===== src/alarm_pkg.sv =====
/*
 * Shared constants and types for the dual hysteresis alarm outputs.
 * Assumes: included before the alarm modules; no bus, no registers here.
 */
`default_nettype none

package alarm_pkg;

	// ****************************************
	// Widths
	// ****************************************
	localparam int unsigned RESULT_WIDTH = 14;

	// ****************************************
	// Reset values
	// ****************************************
	// Pins are released (not driven) while reset is held
	localparam logic PIN_RESET_LEVEL = 1'b0;
	localparam logic PIN_RESET_OE_N  = 1'b1;

	// ****************************************
	// Types
	// ****************************************
	// Hysteresis state of one alarm comparator
	typedef enum logic
	{
		alarm_idle,
		alarm_active
	} alarm_state_e;

	localparam alarm_state_e STATE_RESET = alarm_idle;

endpackage

`default_nettype wire


===== src/alarm_hysteresis.sv =====
/*
 * One hysteresis comparator: upper or lower flavour, chosen by parameter.
 * Assumes: result and thresholds are on sys_clk_in; conv_done_in is a
 * one-cycle pulse marking a finished conversion.
 */
`timescale 1ns/1ps
`default_nettype none

module alarm_hysteresis
	import alarm_pkg::*;
#(
	parameter int unsigned WIDTH    = RESULT_WIDTH,
	parameter bit          IS_UPPER = 1'b1
)
(
	input  wire logic             sys_clk_in,
	input  wire logic             nrst_in,
	input  wire logic             conv_done_in,
	input  wire logic [WIDTH-1:0] result_in,
	input  wire logic [WIDTH-1:0] trip_level_in,
	input  wire logic [WIDTH-1:0] release_level_in,
	output logic                  active_out
);

	// ****************************************
	// Parameter check
	// ****************************************
	if (WIDTH < 1 || WIDTH > 32)
	begin : g_bad_width
		$error("alarm_hysteresis: WIDTH out of range");
	end

	// ****************************************
	// Comparisons
	// ****************************************
	// Upper trips above its level and releases at or below; lower mirrors it
	wire trip_hit    = IS_UPPER ? (result_in > trip_level_in)
	                            : (result_in < trip_level_in);
	wire release_hit = IS_UPPER ? (result_in <= release_level_in)
	                            : (result_in >= release_level_in);

	alarm_state_e state;
	alarm_state_e next_state;

	// Next state is only evaluated on a finished conversion
	always_comb
	begin
		next_state = state;
		if (conv_done_in)
		begin
			case (state)
				alarm_idle:   if (trip_hit) next_state = alarm_active;
				alarm_active: if (release_hit) next_state = alarm_idle;
				default:      next_state = alarm_idle;
			endcase
		end
	end

	// State register
	always_ff @(posedge sys_clk_in or negedge nrst_in)
	begin
		if (!nrst_in)
			state <= STATE_RESET;
		else
			state <= next_state;
	end

	assign active_out = (state == alarm_active);

endmodule

`default_nettype wire


===== src/alarm_outputs.sv =====
/*
 * Dual alarm output block: two hysteresis comparators on the corrected
 * capacitance result, per-pin polarity and driver type, and the lower pin
 * shared with the temperature density stream.
 * Assumes: result, thresholds, configuration bits and the temperature
 * stream all come from logic on sys_clk_in, so none is synchronised here;
 * the pad combines each pin's level and active-low output enable.
 */
// Behaviour
// - Compare every corrected capacitance result with the programmed thresholds.
// - Both alarms run together, independent of the active output mode.
// - With both density streams selected, lower pin carries the temperature stream.
// - Alarm states change only on conversion completion, held otherwise.
// - Works in update and sleep; in sleep the host starts measurements.
// - Four 14-bit thresholds: trip and release for upper and lower.
// - Upper trips above trip level, releases at or below release level.
// - Lower trips below trip level, releases at or above release level.
// - Each pin selects push-pull or open-drain drive.
// - Polarity 0 drives pin high when active; 1 drives it low.
// - Inverted lower pin acts as second upper alarm, registers swapped.
// - Inverted upper pin acts as second lower alarm, registers swapped.
`timescale 1ns/1ps
`default_nettype none

module alarm_outputs
	import alarm_pkg::*;
#(
	parameter int unsigned WIDTH = RESULT_WIDTH
)
(
	input  wire logic             sys_clk_in,
	input  wire logic             nrst_in,
	input  wire logic             conv_done_in,
	input  wire logic [WIDTH-1:0] result_in,
	input  wire logic [WIDTH-1:0] upper_trip_level_in,
	input  wire logic [WIDTH-1:0] upper_release_level_in,
	input  wire logic [WIDTH-1:0] lower_trip_level_in,
	input  wire logic [WIDTH-1:0] lower_release_level_in,
	input  wire logic             upper_polarity_in,
	input  wire logic             upper_open_drain_in,
	input  wire logic             lower_polarity_in,
	input  wire logic             lower_open_drain_in,
	input  wire logic             both_density_sel_in,
	input  wire logic             temp_density_stream_in,
	output logic                  upper_pin_out,
	output logic                  upper_pin_oe_n_out,
	output logic                  lower_pin_out,
	output logic                  lower_pin_oe_n_out,
	output logic                  upper_active_out,
	output logic                  lower_active_out
);

	// ****************************************
	// Parameter check
	// ****************************************
	if (WIDTH != RESULT_WIDTH)
	begin : g_bad_width
		$error("alarm_outputs: thresholds are fixed at RESULT_WIDTH bits");
	end

	// ****************************************
	// Helpers
	// ****************************************
	// Pad drive for one pin: {level, oe_n}. Open drain only ever pulls low,
	// so a high level is shown by releasing the pin to the pull-up.
	function automatic logic [1:0] pin_drive(input logic level, input logic open_drain);
		logic [1:0] drive;
		drive = open_drain ? {1'b0, level} : {level, 1'b0};
		return drive;
	endfunction

	// ****************************************
	// Comparators
	// ****************************************
	logic upper_state;
	logic lower_state;

	// Both comparators see every result, whatever mode feeds the host
	alarm_hysteresis #(
		.WIDTH    (WIDTH),
		.IS_UPPER (1'b1)
	) u_upper (
		.sys_clk_in       (sys_clk_in),
		.nrst_in          (nrst_in),
		.conv_done_in     (conv_done_in),
		.result_in        (result_in),
		.trip_level_in    (upper_trip_level_in),
		.release_level_in (upper_release_level_in),
		.active_out       (upper_state)
	);

	alarm_hysteresis #(
		.WIDTH    (WIDTH),
		.IS_UPPER (1'b0)
	) u_lower (
		.sys_clk_in       (sys_clk_in),
		.nrst_in          (nrst_in),
		.conv_done_in     (conv_done_in),
		.result_in        (result_in),
		.trip_level_in    (lower_trip_level_in),
		.release_level_in (lower_release_level_in),
		.active_out       (lower_state)
	);

	// ****************************************
	// Pin mapping
	// ****************************************
	// Polarity simply inverts the pin. With the lower pin inverted, its
	// pin goes high once the result climbs to the release register and
	// falls again below the trip register: a second upper alarm for free.
	wire       upper_level = upper_state ^ upper_polarity_in;
	wire       lower_level = lower_state ^ lower_polarity_in;
	wire [1:0] upper_drive = pin_drive(upper_level, upper_open_drain_in);
	wire [1:0] lower_alarm_drive = pin_drive(lower_level, lower_open_drain_in);
	// Temperature stream is always driven push-pull on the shared pin
	wire [1:0] lower_drive = both_density_sel_in
	                       ? {temp_density_stream_in, 1'b0}
	                       : lower_alarm_drive;

	// Output flops; released during reset since config may not be valid yet
	always_ff @(posedge sys_clk_in or negedge nrst_in)
	begin
		if (!nrst_in)
		begin
			upper_pin_out      <= PIN_RESET_LEVEL;
			upper_pin_oe_n_out <= PIN_RESET_OE_N;
			lower_pin_out      <= PIN_RESET_LEVEL;
			lower_pin_oe_n_out <= PIN_RESET_OE_N;
		end
		else
		begin
			upper_pin_out      <= upper_drive[1];
			upper_pin_oe_n_out <= upper_drive[0];
			lower_pin_out      <= lower_drive[1];
			lower_pin_oe_n_out <= lower_drive[0];
		end
	end

	// Status copies for whoever reports alarm state; same timing as pins
	always_ff @(posedge sys_clk_in or negedge nrst_in)
	begin
		if (!nrst_in)
		begin
			upper_active_out <= 1'b0;
			lower_active_out <= 1'b0;
		end
		else
		begin
			upper_active_out <= upper_state;
			lower_active_out <= lower_state;
		end
	end

	// Sleep and update operation differ only in who starts a conversion;
	// this block reacts to conv_done_in alike in both.

	// ****************************************
	// Assertions
	// ****************************************
	hold_between_a: assert property (@(posedge sys_clk_in) disable iff (!nrst_in)
		!conv_done_in |=> ($stable(upper_state) && $stable(lower_state)))
		else $error("alarm state changed without a finished conversion");

	upper_trip_a: assert property (@(posedge sys_clk_in) disable iff (!nrst_in)
		(conv_done_in && !upper_state && result_in > upper_trip_level_in) |=> upper_state)
		else $error("upper alarm failed to trip");

	upper_release_a: assert property (@(posedge sys_clk_in) disable iff (!nrst_in)
		(conv_done_in && upper_state && result_in <= upper_release_level_in)
		|=> !upper_state)
		else $error("upper alarm failed to release");

	upper_hyst_a: assert property (@(posedge sys_clk_in) disable iff (!nrst_in)
		(conv_done_in && upper_state && result_in > upper_release_level_in)
		|=> upper_state)
		else $error("upper alarm released inside hysteresis band");

	lower_trip_a: assert property (@(posedge sys_clk_in) disable iff (!nrst_in)
		(conv_done_in && !lower_state && result_in < lower_trip_level_in) |=> lower_state)
		else $error("lower alarm failed to trip");

	lower_release_a: assert property (@(posedge sys_clk_in) disable iff (!nrst_in)
		(conv_done_in && lower_state && result_in >= lower_release_level_in)
		|=> !lower_state)
		else $error("lower alarm failed to release");

	idle_no_trip_a: assert property (@(posedge sys_clk_in) disable iff (!nrst_in)
		(conv_done_in && !lower_state && result_in >= lower_trip_level_in)
		|=> !lower_state)
		else $error("lower alarm tripped at or above its trip level");

	upper_polarity_a: assert property (@(posedge sys_clk_in) disable iff (!nrst_in)
		!upper_open_drain_in
		|=> (!upper_pin_oe_n_out && upper_pin_out == ($past(upper_state) ^ $past(upper_polarity_in))))
		else $error("upper push-pull pin level wrong for polarity");

	lower_invert_a: assert property (@(posedge sys_clk_in) disable iff (!nrst_in)
		(!both_density_sel_in && !lower_open_drain_in && lower_polarity_in && lower_state)
		|=> !lower_pin_out)
		else $error("inverted lower pin not low while alarm active");

	open_drain_a: assert property (@(posedge sys_clk_in) disable iff (!nrst_in)
		upper_open_drain_in
		|=> (!upper_pin_out && upper_pin_oe_n_out == ($past(upper_state) ^ $past(upper_polarity_in))))
		else $error("upper open-drain pin drove high or wrong enable");

	lower_od_a: assert property (@(posedge sys_clk_in) disable iff (!nrst_in)
		(!both_density_sel_in && lower_open_drain_in)
		|=> (!lower_pin_out
		     && lower_pin_oe_n_out == ($past(lower_state) ^ $past(lower_polarity_in))))
		else $error("lower open-drain pin drove high or wrong enable");

	lower_push_a: assert property (@(posedge sys_clk_in) disable iff (!nrst_in)
		(!both_density_sel_in && !lower_open_drain_in)
		|=> (!lower_pin_oe_n_out
		     && lower_pin_out == ($past(lower_state) ^ $past(lower_polarity_in))))
		else $error("lower push-pull pin level wrong for polarity");

	temp_share_a: assert property (@(posedge sys_clk_in) disable iff (!nrst_in)
		both_density_sel_in
		|=> (!lower_pin_oe_n_out && lower_pin_out == $past(temp_density_stream_in)))
		else $error("lower pin not carrying the temperature stream");

	status_copy_a: assert property (@(posedge sys_clk_in) disable iff (!nrst_in)
		##1 (upper_active_out == $past(upper_state) && lower_active_out == $past(lower_state)))
		else $error("alarm status outputs out of step");

endmodule

`default_nettype wire


===== config.mk =====
export PLATFORM = sky130hd
export DESIGN_NAME = alarm_outputs
export DESIGN_NICKNAME = d
export VERILOG_FILES = /design/src/alarm_pkg.sv /design/src/alarm_hysteresis.sv /design/src/alarm_outputs.sv
export SDC_FILE = /design/constraint.sdc
export NUM_CORES = 1
export LEC_CHECK = 0
export BUFFER_PORTS_ARGS = -buffer_cell sky130_fd_sc_hd__buf_2
export CORE_ASPECT_RATIO = 1.2
export CORE_MARGIN = 2
export CORE_UTILIZATION = 46
export DETAILED_ROUTE_END_ITERATION = 10
export GPL_ROUTABILITY_DRIVEN = 0
export PLACE_DENSITY = 0.81
export REMOVE_ABC_BUFFERS = 1
export SLEW_MARGIN = 25
export SYNTH_ARGS = -nofsm -noshare
export SYNTH_HDL_FRONTEND = slang
export SYNTH_SLANG_ARGS = --single-unit
export TNS_END_PERCENT = 10

===== constraint.sdc =====
create_clock -name sys_clk_in -period 1.9 [get_ports sys_clk_in]
set_input_delay 0.19 -clock sys_clk_in [delete_from_list [all_inputs] [get_ports sys_clk_in]]
set_output_delay 0.19 -clock sys_clk_in [all_outputs]
set_load 0.01 [all_outputs]

==> results of run 1 <==
[cells by family (layout without fill, tap and decap cells)]
logic type,after synthesis,after routing
and+or+nand+nor,45,45
xor gates and xnor gates,2,2
AOI/OAI and AO/OA,44,44
buffers and inverters,54,144
DFF,8,8
adders and majority gates,55,55
[repair_timing]
item,CTS,global route
setup buffers,0,0
hold endpoints to repair,6,0
hold buffers,1,0
[final cells by class]
| cell class | count | area, um^2 | area share |
|---|---|---|---|
| clock buffer | 3 | 41.3 | 0.0190 |
| inverter | 54 | 203 | 0.0932 |
| multi-input combinational | 146 | 1240 | 0.569 |
| sequential | 8 | 203 | 0.0932 |
| tap | 37 | 46.3 | 0.0213 |
| timing repair buffer | 87 | 445 | 0.205 |
[flip-flops by register name, summed over array words and instances, names as in the netlist]
register,count
lower_pin_oe_n_out,1
upper_pin_out,1
u_lower.active_out,1
upper_pin_oe_n_out,1
u_upper.active_out,1
lower_active_out,1
upper_active_out,1
lower_pin_out,1
[path summary, 6_finish.rpt]
check	startpoint	endpoint
max	result_in[1]	u_upper.active_out$_DFFE_PN0P_
min	both_density_sel_in	lower_pin_oe_n_out$_DFF_PN1_
max reg2reg	u_upper.active_out$_DFFE_PN0P_	u_upper.active_out$_DFFE_PN0P_
min reg2reg	u_lower.active_out$_DFFE_PN0P_	lower_active_out$_DFF_PN0_
max in group asynchronous	nrst_in	lower_pin_oe_n_out$_DFF_PN1_
min in group asynchronous	nrst_in	upper_active_out$_DFF_PN0_
[power by group through the flow]
stage,logic [W],registers (W),clock network (W)
after CTS,0.000470,0.000252,0.000202
after floorplan,0.000256,0.000268,0
after global placement,0.000451,0.000253,0
final,0.000463,0.000252,0.000200
after global routing,0.000538,0.000256,0.000208
after detailed placement,0.000466,0.000254,0
[per-layer routing]
layer,routed length [um],global-route usage,vias up
li1,-,-,907
met2,1960,0.385,55
met5,0,0,-
met3,240,0.0224,4
met4,40,0.0413,0
met1,1530,0.217,757
[stage by stage]
step	utilization	worst slack [ps]	power, W
after floorplan	-	174	0.000525
after global placement	0.631	16.7	0.000704
after detailed placement	0.631	8.12	0.000720
after CTS	0.646	240	0.000924
after global routing	0.646	148	0.00100
final	0.646	243	0.000915
[layout by cell type (no fill, tap or decap), types with 2 or more instances in the layout]
master	n
clkbuf_8	3
buf_4	2
o31ai_1	2
nor2_1	4
buf_2	84
nor3_1	5
ha_1	55
nor2b_1	5
a2111oi_0	2
a21oi_1	18
nand4_1	7
a211oi_1	2
inv_1	54
dfstp_2	2
or4_1	2
o21ai_0	5
nand2_1	12
a21o_1	5
and3_1	2
nand3_1	4
dfrtp_1	6
==> metrics.yaml, run 1 <==
post_cts_resized: 0
routedWlPerCell_um: 11.3
critPathKind: "input port to register"
synthAdderAreaFrac: 0.419
initial_core_util: 0.488
finalSetupTns_ps: 0
p_comb_frac: 0.506
cts_sinks: 8
antenna_cells: 0
yosysWarnings: 0
track_usage: 0.197
fp.dieH_um: 69.5
p_int_w: 0.000596
synthXorXnorAreaFrac: 0.0107
via_count: 1723
fin_skew_ps: 0.137
clkTransAtPathRegs_ps: 40
peakVddDrop_mv: 0.489
fin_area_um2: 2180
nNetsFinal: 434
crit_arrival_ps: 1770
critPathMaxFanout: 2
swShare: 0.348
crit_family: "simple AND/OR/NAND/NOR gates"
drt_pass1_iterations: 4
setup_viol: 0
viasPerCell: 5.14
port_buffers: 84
p_leak_nw: 1.37
synth_common_cells: "55 x ha_1, 54 x inv_1, 18 x a21oi_1, 12 x nand2_1, 7 x nand4_1"
path_depth: 7
clk_latency_ps: 220
synth_edf_count: 0
htreeDepth: 1
power.density_nw_per_um2: 421
place_area_um2: 2120
core_um2: 3370
post-dp-hpwl_um: 3540
syn2layout_area_growth_pct: 32.4
relSlewSlack: 0.650
crit_chain: "buf_2 -> ha_1 -> nor2b_4 -> o211ai_2 -> a2111oi_1 -> or4_1 -> o311a_1"
end_kind: "register"
first_iter_violations: 20
synthTopCellsByArea: "ha_1 42%, inv_1 12%, dfrtp_1 9.1%"
r2r_setup_slack_ps: 480
hold_violations: 0
stdcell_count: 335
rr_worst_depth: 2
async_reset_ff_frac: 1.00
die_w_um: 58.6
critPathMaxStageDelay_ps: 460
report.final.slew_viol_count: 0
cap_violations: 0
numCtsBuffers: 3
grt_overflow: 0
rows: 23
period_needed_ps: 1660
drt-total-wl_um: 3770
synth_mux_area_frac: 0
synth_flop_cell: "dfrtp_1"
critPathBufInv: 1
layout-drive-gt1-share: 0.312
status: "complete, no violations"
synth_top_family_by_area: "adder cells"
grt_pass1_wl_um: 6540
ys_types: 34
synthSimpleGateAreaFrac: 0.147
fmax_ghz: 0.604
seq_power_share: 0.275
switchingPower_w: 0.000319
finalCritPeriodShare: 0.872
rsz0062_at_grt: "no"
clock_path_buffers: 2
grt_max_degree: 9
n_fill_cell: 339
cts_tree: "done"
place_inst: 331
synth_top_area_share: 0.419
syn_area_um2: 1640
drtAntennaViolNets: 0
pin_count: 85
hp-class: "input port to register"
cp.required_ps: 2010
slowest_stage: "or4_1"
clockRootBuffer: "clkbuf_8"
min_path_cells: 2
die-area_um2: 4070
synth_largest_area_cell: "ha_1"
yosysSeqAreaShare: 0.123
start_kind: "input port"
grt_pass1_vias: 1733
drc_errors: 0
synth_compound_area_frac: 0.177
worstMarginPinSlew_ps: 511
pwr-share-clk: 0.218
antenna_found_initial: 0
ys_seq_elements: 8
yosysMostFrequentCell: "ha_1"
hold_ws_ps: 125
avgSynthCellArea_um2: 7.90
syn-instance-count: 208
Note: power is estimated with default switching activity, not from simulation.
==> inputs of run 2 (changes only) <==
--- a/config.mk
+++ b/config.mk
@@ -8,13 +8,14 @@
 export BUFFER_PORTS_ARGS = -buffer_cell sky130_fd_sc_hd__buf_2
 export CORE_ASPECT_RATIO = 1.2
 export CORE_MARGIN = 2
-export CORE_UTILIZATION = 46
+export CORE_UTILIZATION = 42
 export DETAILED_ROUTE_END_ITERATION = 10
 export GPL_ROUTABILITY_DRIVEN = 0
-export PLACE_DENSITY = 0.81
+export PLACE_DENSITY = 0.78
 export REMOVE_ABC_BUFFERS = 1
 export SLEW_MARGIN = 25
 export SYNTH_ARGS = -nofsm -noshare
 export SYNTH_HDL_FRONTEND = slang
+export SYNTH_HIERARCHICAL = 1
 export SYNTH_SLANG_ARGS = --single-unit
 export TNS_END_PERCENT = 10
==> constraint.sdc (replaced) <==
create_clock -name sys_clk_in -period 1.5 [get_ports sys_clk_in]
set_input_delay 0.15 -clock sys_clk_in [delete_from_list [all_inputs] [get_ports sys_clk_in]]
set_output_delay 0.15 -clock sys_clk_in [all_outputs]
set_load 0.01 [all_outputs]
==> run 2 against run 1 <==
Register-to-register slack got worse by 240 ps; critical path depth unchanged; die area up 12%; via count rose by 7.0%; synthesized cell count is 1.9% higher; non-clock buffer count rose by 24; wire length increased by 20%; largest cell class unchanged; first-iteration DRC count grew to 3.1 times the previous value; highest routed layer unchanged; worst setup slack worse by 210 ps.
==> metrics.yaml, run 2 <==
status: "complete, no violations"
ys_seq_elements: 8  # unchanged
synthTopCellsByArea: "ha_1 41%, inv_1 13%, dfrtp_1 8.9%"
layout_commonest_cell: "buf_2"
antenna_found_initial: 0  # unchanged
finalSetupTns_ps: 0  # unchanged
grt_pass1_vias: 1761  # +1.6%
syn2layout_area_growth_pct: 45.6
drc_errors: 0  # unchanged
critPathMaxStageDelay_ps: 480  # +20 ps
hold_violations: 0  # unchanged
crit_arrival_ps: 1580  # -190 ps
drtAntennaViolNets: 0  # unchanged
crit_chain: "buf_2 -> ha_1 -> o21ai_0 -> nor2_1 -> or4_4 -> a211oi_2 -> nor4_1"
power.density_nw_per_um2: 514  # +22%
cap_violations: 0  # unchanged
rsz0062_at_grt: "yes"
rows: 25  # +8.7%
worstMarginPinSlew_ps: 340  # -172 ps
port_buffers: 84  # unchanged
initial_core_util: 0.431  # -0.0569
post-dp-hpwl_um: 3990  # +13%
cts_tree: "done"
grt_overflow: 0  # unchanged
relSlewSlack: 0.772  # +0.122
report.final.slew_viol_count: 0  # unchanged
syn-instance-count: 212  # +1.9%
final_cell_mix: "84 x buf_2, 58 x inv_1, 54 x ha_1"
clock_path_buffers: 2  # unchanged
post_cts_buffers: 0  # unchanged
die_w_um: 61.8  # +5.6%
antenna_cells: 0  # unchanged
yosysSeqAreaShare: 0.120  # -0.00311
track_usage: 0.201  # +0.00418
n_fill_cell: 360  # +6.2%
nNetsFinal: 462  # +6.5%
synth_top_area_share: 0.408  # -0.0106
synth_flop_cell: "dfrtp_1"
via_count: 1843  # +7.0%
viasPerCell: 4.85  # -5.7%
cp.required_ps: 1610  # -400 ps
async_reset_ff_frac: 1.00  # unchanged
critPathKind: "input port to register"
stdcell_count: 380  # +13%
fp.dieH_um: 73.4  # +5.7%
avgSynthCellArea_um2: 7.95  # +0.65%
numCtsBuffers: 3  # unchanged
clkTransAtPathRegs_ps: 40  # about the same
syn_area_um2: 1690  # +2.6%
place_inst: 376  # +14%
htreeDepth: 1  # unchanged
slowest_stage: "or4_4"
critPathMaxFanout: 4  # +2
clk_latency_ps: 230  # about the same
r2r_setup_slack_ps: 240  # -240 ps
p_leak_nw: 1.50  # +9.4%
hp-class: "input port to register"
end_kind: "register"
synth_common_cells: "58 x inv_1, 55 x ha_1, 17 x a21oi_1, 11 x nand2_1, 11 x nand4_1"
pin_count: 85  # unchanged
finalCritPeriodShare: 0.981
layout-drive-gt1-share: 0.390  # +0.0775
die-area_um2: 4540  # +12%
drt-total-wl_um: 4520  # +20%
synth_largest_area_cell: "ha_1"
fin_skew_ps: 7.86  # +7.72 ps
yosysMostFrequentCell: "inv_1"
first_iter_violations: 62  # +210%
peakVddDrop_mv: 0.201  # -59%
grt_pass1_wl_um: 7030  # +7.5%
multiInputGateArea_um2: 1300  # +5.0%
synth_edf_count: 0  # unchanged
clockRootBuffer: "clkbuf_8"
start_kind: "input port"
fmax_ghz: 0.680
cts_sinks: 8  # unchanged
ys_types: 34  # unchanged
routedWlPerCell_um: 11.9  # +5.5%
critPathBufInv: 1  # unchanged
yosysWarnings: 6  # +6
regArea_um2: 203  # unchanged
grt_max_degree: 9  # unchanged
period_needed_ps: 1470
core_um2: 3910  # +16%
drt_pass1_iterations: 4  # unchanged
setup_viol: 0  # unchanged
crit_family: "simple AND/OR/NAND/NOR gates"
[run 2: cell count changes after synthesis, moves of 2 or more]
cell and delta:
a211oi_2 +3, nor3_1 -2, nor4_1 +2, o31ai_1 -2, nor2b_1 -3, o21ai_1 +2, nand4_1 +4, and3_1 -2
nand2b_1 +2, inv_1 +4
[run 2: what timing repair did]
action,CTS,global route
setup endpoints to repair,1,2
pin swaps,0,2
gates resized for setup,2,4
hold buffers,1,0
endpoints found under the hold margin,8,0
[run 2: cell type report]
class,instances,area share
Clock buffer,3,0.0168
Inverter,58,0.0887
Multi-Input combinational cell,146,0.529
Sequential cell,8,0.0826
Tap cell,54,0.0275
Timing Repair Buffer,111,0.255
[run 2: report_power, final]
group          internal [W]  total, W  switching (W)
combinational      0.000364  0.000701       0.000336
clock              0.000174  0.000263      0.0000885
sequential         0.000274  0.000298      0.0000239
[run 2: per-stage QoR]
step	hold slack (ps)	setup slack [ps]	utilization	instance area (um^2)	total power [W]
2_1_floorplan	-146	10.0	-	1690	0.000648
5_1_grt	74.5	-20.4	0.628	2450	0.00138
3_5_place_dp	0.264	-324	0.606	2370	0.000973
3_3_place_gp	-1.12	-169	0.606	2370	0.000943
4_1_cts	74.4	27.2	0.620	2430	0.00125
6_report	76.5	29.0	0.628	2450	0.00126
[run 2: path summary, 6_finish.rpt]
kind                       cells after the start                              to                            from
max in group asynchronous                      2    upper_pin_oe_n_out$_DFF_PN1_                         nrst_in
min in group asynchronous                      2      lower_active_out$_DFF_PN0_                         nrst_in
min                                            2    lower_pin_oe_n_out$_DFF_PN1_             both_density_sel_in
max                                            7  u_upper/active_out$_DFFE_PN0P_                   result_in[12]
max reg2reg                                    3  u_upper/active_out$_DFFE_PN0P_  u_upper/active_out$_DFFE_PN0P_
min reg2reg                                    0      lower_active_out$_DFF_PN0_  u_lower/active_out$_DFFE_PN0P_
[run 2: kinds of logic after synthesis]
family / after synthesis / share of synthesized area
adders and majority gates: 55 / 0.408
and+or+nand+nor: 44 / 0.146
buffers and inverters: 58 / 0.129
DFF: 8 / 0.120
AOI/OAI and AO/OA: 45 / 0.186
xor gates and xnor gates: 2 / 0.0104
[run 2: layer usage]
layer | vias up | part of all wire | global-route usage
met2 | 63 | 0.54 | 0.405
met1 | 806 | 0.40 | 0.215
met5 | - | 0 | 0
met4 | 0 | 0.010 | 0.0496
li1 | 969 | - | -
met3 | 5 | 0.044 | 0.0123
==> inputs of run 3 (changes only) <==
--- a/config.mk
+++ b/config.mk
@@ -12,7 +12,9 @@
 export DETAILED_ROUTE_END_ITERATION = 10
 export GPL_ROUTABILITY_DRIVEN = 0
 export PLACE_DENSITY = 0.78
+export RECOVER_POWER = 50
 export REMOVE_ABC_BUFFERS = 1
+export SKIP_CTS_REPAIR_TIMING = 1
 export SLEW_MARGIN = 25
 export SYNTH_ARGS = -nofsm -noshare
 export SYNTH_HDL_FRONTEND = slang
==> run 3 against run 2 <==
Clock-buffer cell count stayed put; hold slack better by 0.62 ps; first-iteration DRC count is 31% lower; die area stayed put.
==> metrics.yaml, run 3 (synthesized netlist as in run 2, its figures left out) <==
status: "complete, no violations"
period_needed_ps: 1480  # +5.05 ps
cts_sinks: 8  # unchanged
numCtsBuffers: 3  # unchanged
clockRootBuffer: "clkbuf_8"
initial_core_util: 0.431  # unchanged
layout-drive-gt1-share: 0.383  # -0.00613
final_cell_mix: "83 x buf_2, 58 x inv_1, 54 x ha_1"
p_leak_nw: 1.49  # -0.44%
syn2layout_area_growth_pct: 45.3
start_kind: "input port"
antenna_found_initial: 0  # unchanged
worstMarginPinSlew_ps: 420  # +80.8 ps
core_um2: 3910  # unchanged
hold_ws_ps: 77.1  # +0.624 ps
hold_path_end: "lower_pin_oe_n_out$_DFF_PN1_"
worst_slack_ps: 23.9  # -5.05 ps
clk_latency_ps: 230  # about the same
antenna_cells: 0  # unchanged
cp.required_ps: 1610  # about the same
fin_skew_ps: 7.56  # -0.301 ps
power.density_nw_per_um2: 511  # -0.55%
report.final.slew_viol_count: 0  # unchanged
startpoint: "result_in[12]"
cap_violations: 0  # unchanged
min-delay-start: "both_density_sel_in"
post-dp-hpwl_um: 3990  # unchanged
drc_errors: 0  # unchanged
cts_tree: "done"
multiInputGateArea_um2: 1300  # unchanged
grt_pass1_wl_um: 6900  # -1.9%
regArea_um2: 203  # unchanged
rows: 25  # unchanged
grt_max_degree: 9  # unchanged
peakVddDrop_mv: 0.200  # -0.66%
setup_viol: 0  # unchanged
grt_overflow: 0  # unchanged
fp.dieH_um: 73.4  # unchanged
relSlewSlack: 0.720  # -0.0521
finalSetupTns_ps: 0  # unchanged
track_usage: 0.198  # -0.00350
port_buffers: 84  # unchanged
routedWlPerCell_um: 11.9  # -0.20%
rr_worst_depth: 5  # +2
viasPerCell: 4.86  # +0.16%
n_fill_cell: 363  # +0.83%
crit_arrival_ps: 1590  # about the same
hp-class: "input port to register"
die-area_um2: 4540  # unchanged
critPathMaxFanout: 4  # unchanged
finalCritPeriodShare: 0.984  # +0.00337
end_kind: "register"
rsz0062_at_grt: "yes"
nNetsFinal: 462  # unchanged
pre_cts_ws_ps: -324  # unchanged
r2r_setup_slack_ps: 200  # -40 ps
drtAntennaViolNets: 0  # unchanged
pin_count: 85  # unchanged
grt_pass1_vias: 1735  # -1.5%
r2r-end: "u_upper/active_out$_DFFE_PN0P_"
drt-total-wl_um: 4510  # -0.20%
drt_pass1_iterations: 4  # unchanged
min_path_cells: 2  # unchanged
fmax_ghz: 0.677  # -0.34%
clock_path_buffers: 2  # unchanged
via_count: 1846  # +0.16%
utilization: 0.626  # -0.00128
hold_violations: 0  # unchanged
timing.rr.start: "u_upper/active_out$_DFFE_PN0P_"
die_w_um: 61.8  # unchanged
htreeDepth: 1  # unchanged
critPathKind: "input port to register"
layout_commonest_cell: "buf_2"
first_iter_violations: 43  # -31%
clkTransAtPathRegs_ps: 40  # about the same
[run 3: cell count changes in the layout (fill, tap and decap cells not counted), sizes merged]
cell | before | now
clkbuf | 3 | 5
buf | 110 | 108
[run 3: final cells by class]
class,count,share of cell area
Inverter,58,0.0889
Timing Repair Buffer,111,0.253
Sequential cell,8,0.0828
Clock buffer,3,0.0169
Tap cell,54,0.0276
Multi-Input combinational cell,146,0.530
[run 3: power breakdown]
group / switching (W) / internal [W]
Combinational: 0.000336 / 0.000356
Sequential: 0.0000235 / 0.000274
Clock: 0.0000877 / 0.000174
Total: 0.000448 / 0.000804
[run 3: worst max-delay path by stage]
stage	endpoint	slack [ps]	depth (start not counted)
after CTS	u_upper/active_out$_DFFE_PN0P_	-80	7
final	u_upper/active_out$_DFFE_PN0P_	20	7
after global routing	u_upper/active_out$_DFFE_PN0P_	-20	7
after global placement	u_upper/active_out$_DFFE_PN0P_	-170	7
after floorplan	u_upper/active_out$_DFFE_PN0P_	10	7
after detailed placement	u_upper/active_out$_DFFE_PN0P_	-320	7
[run 3: layer usage]
layer	vias to the layer above	GRT usage	wire length, um
li1	971	-	-
met1	807	0.213	1820
met2	63	0.395	2440
met3	5	0.0123	205
met4	0	0.0496	46
met5	-	0	0
[run 3: critical path, cell delays in order]
cell	delay, ps
buf_2	130
ha_1	320
o21ai_0	200
nor2_1	60
or4_4	480
a211oi_2	170
nor4_1	70
[run 3: through the flow]
stage	std cells	total power [W]	cell area, um^2
global route	380	0.00137	2450
global placement	376	0.000943	2370
floorplan	212	0.000648	1690
finish	380	0.00125	2450
CTS	379	0.00124	2410
detailed placement	376	0.000973	2370
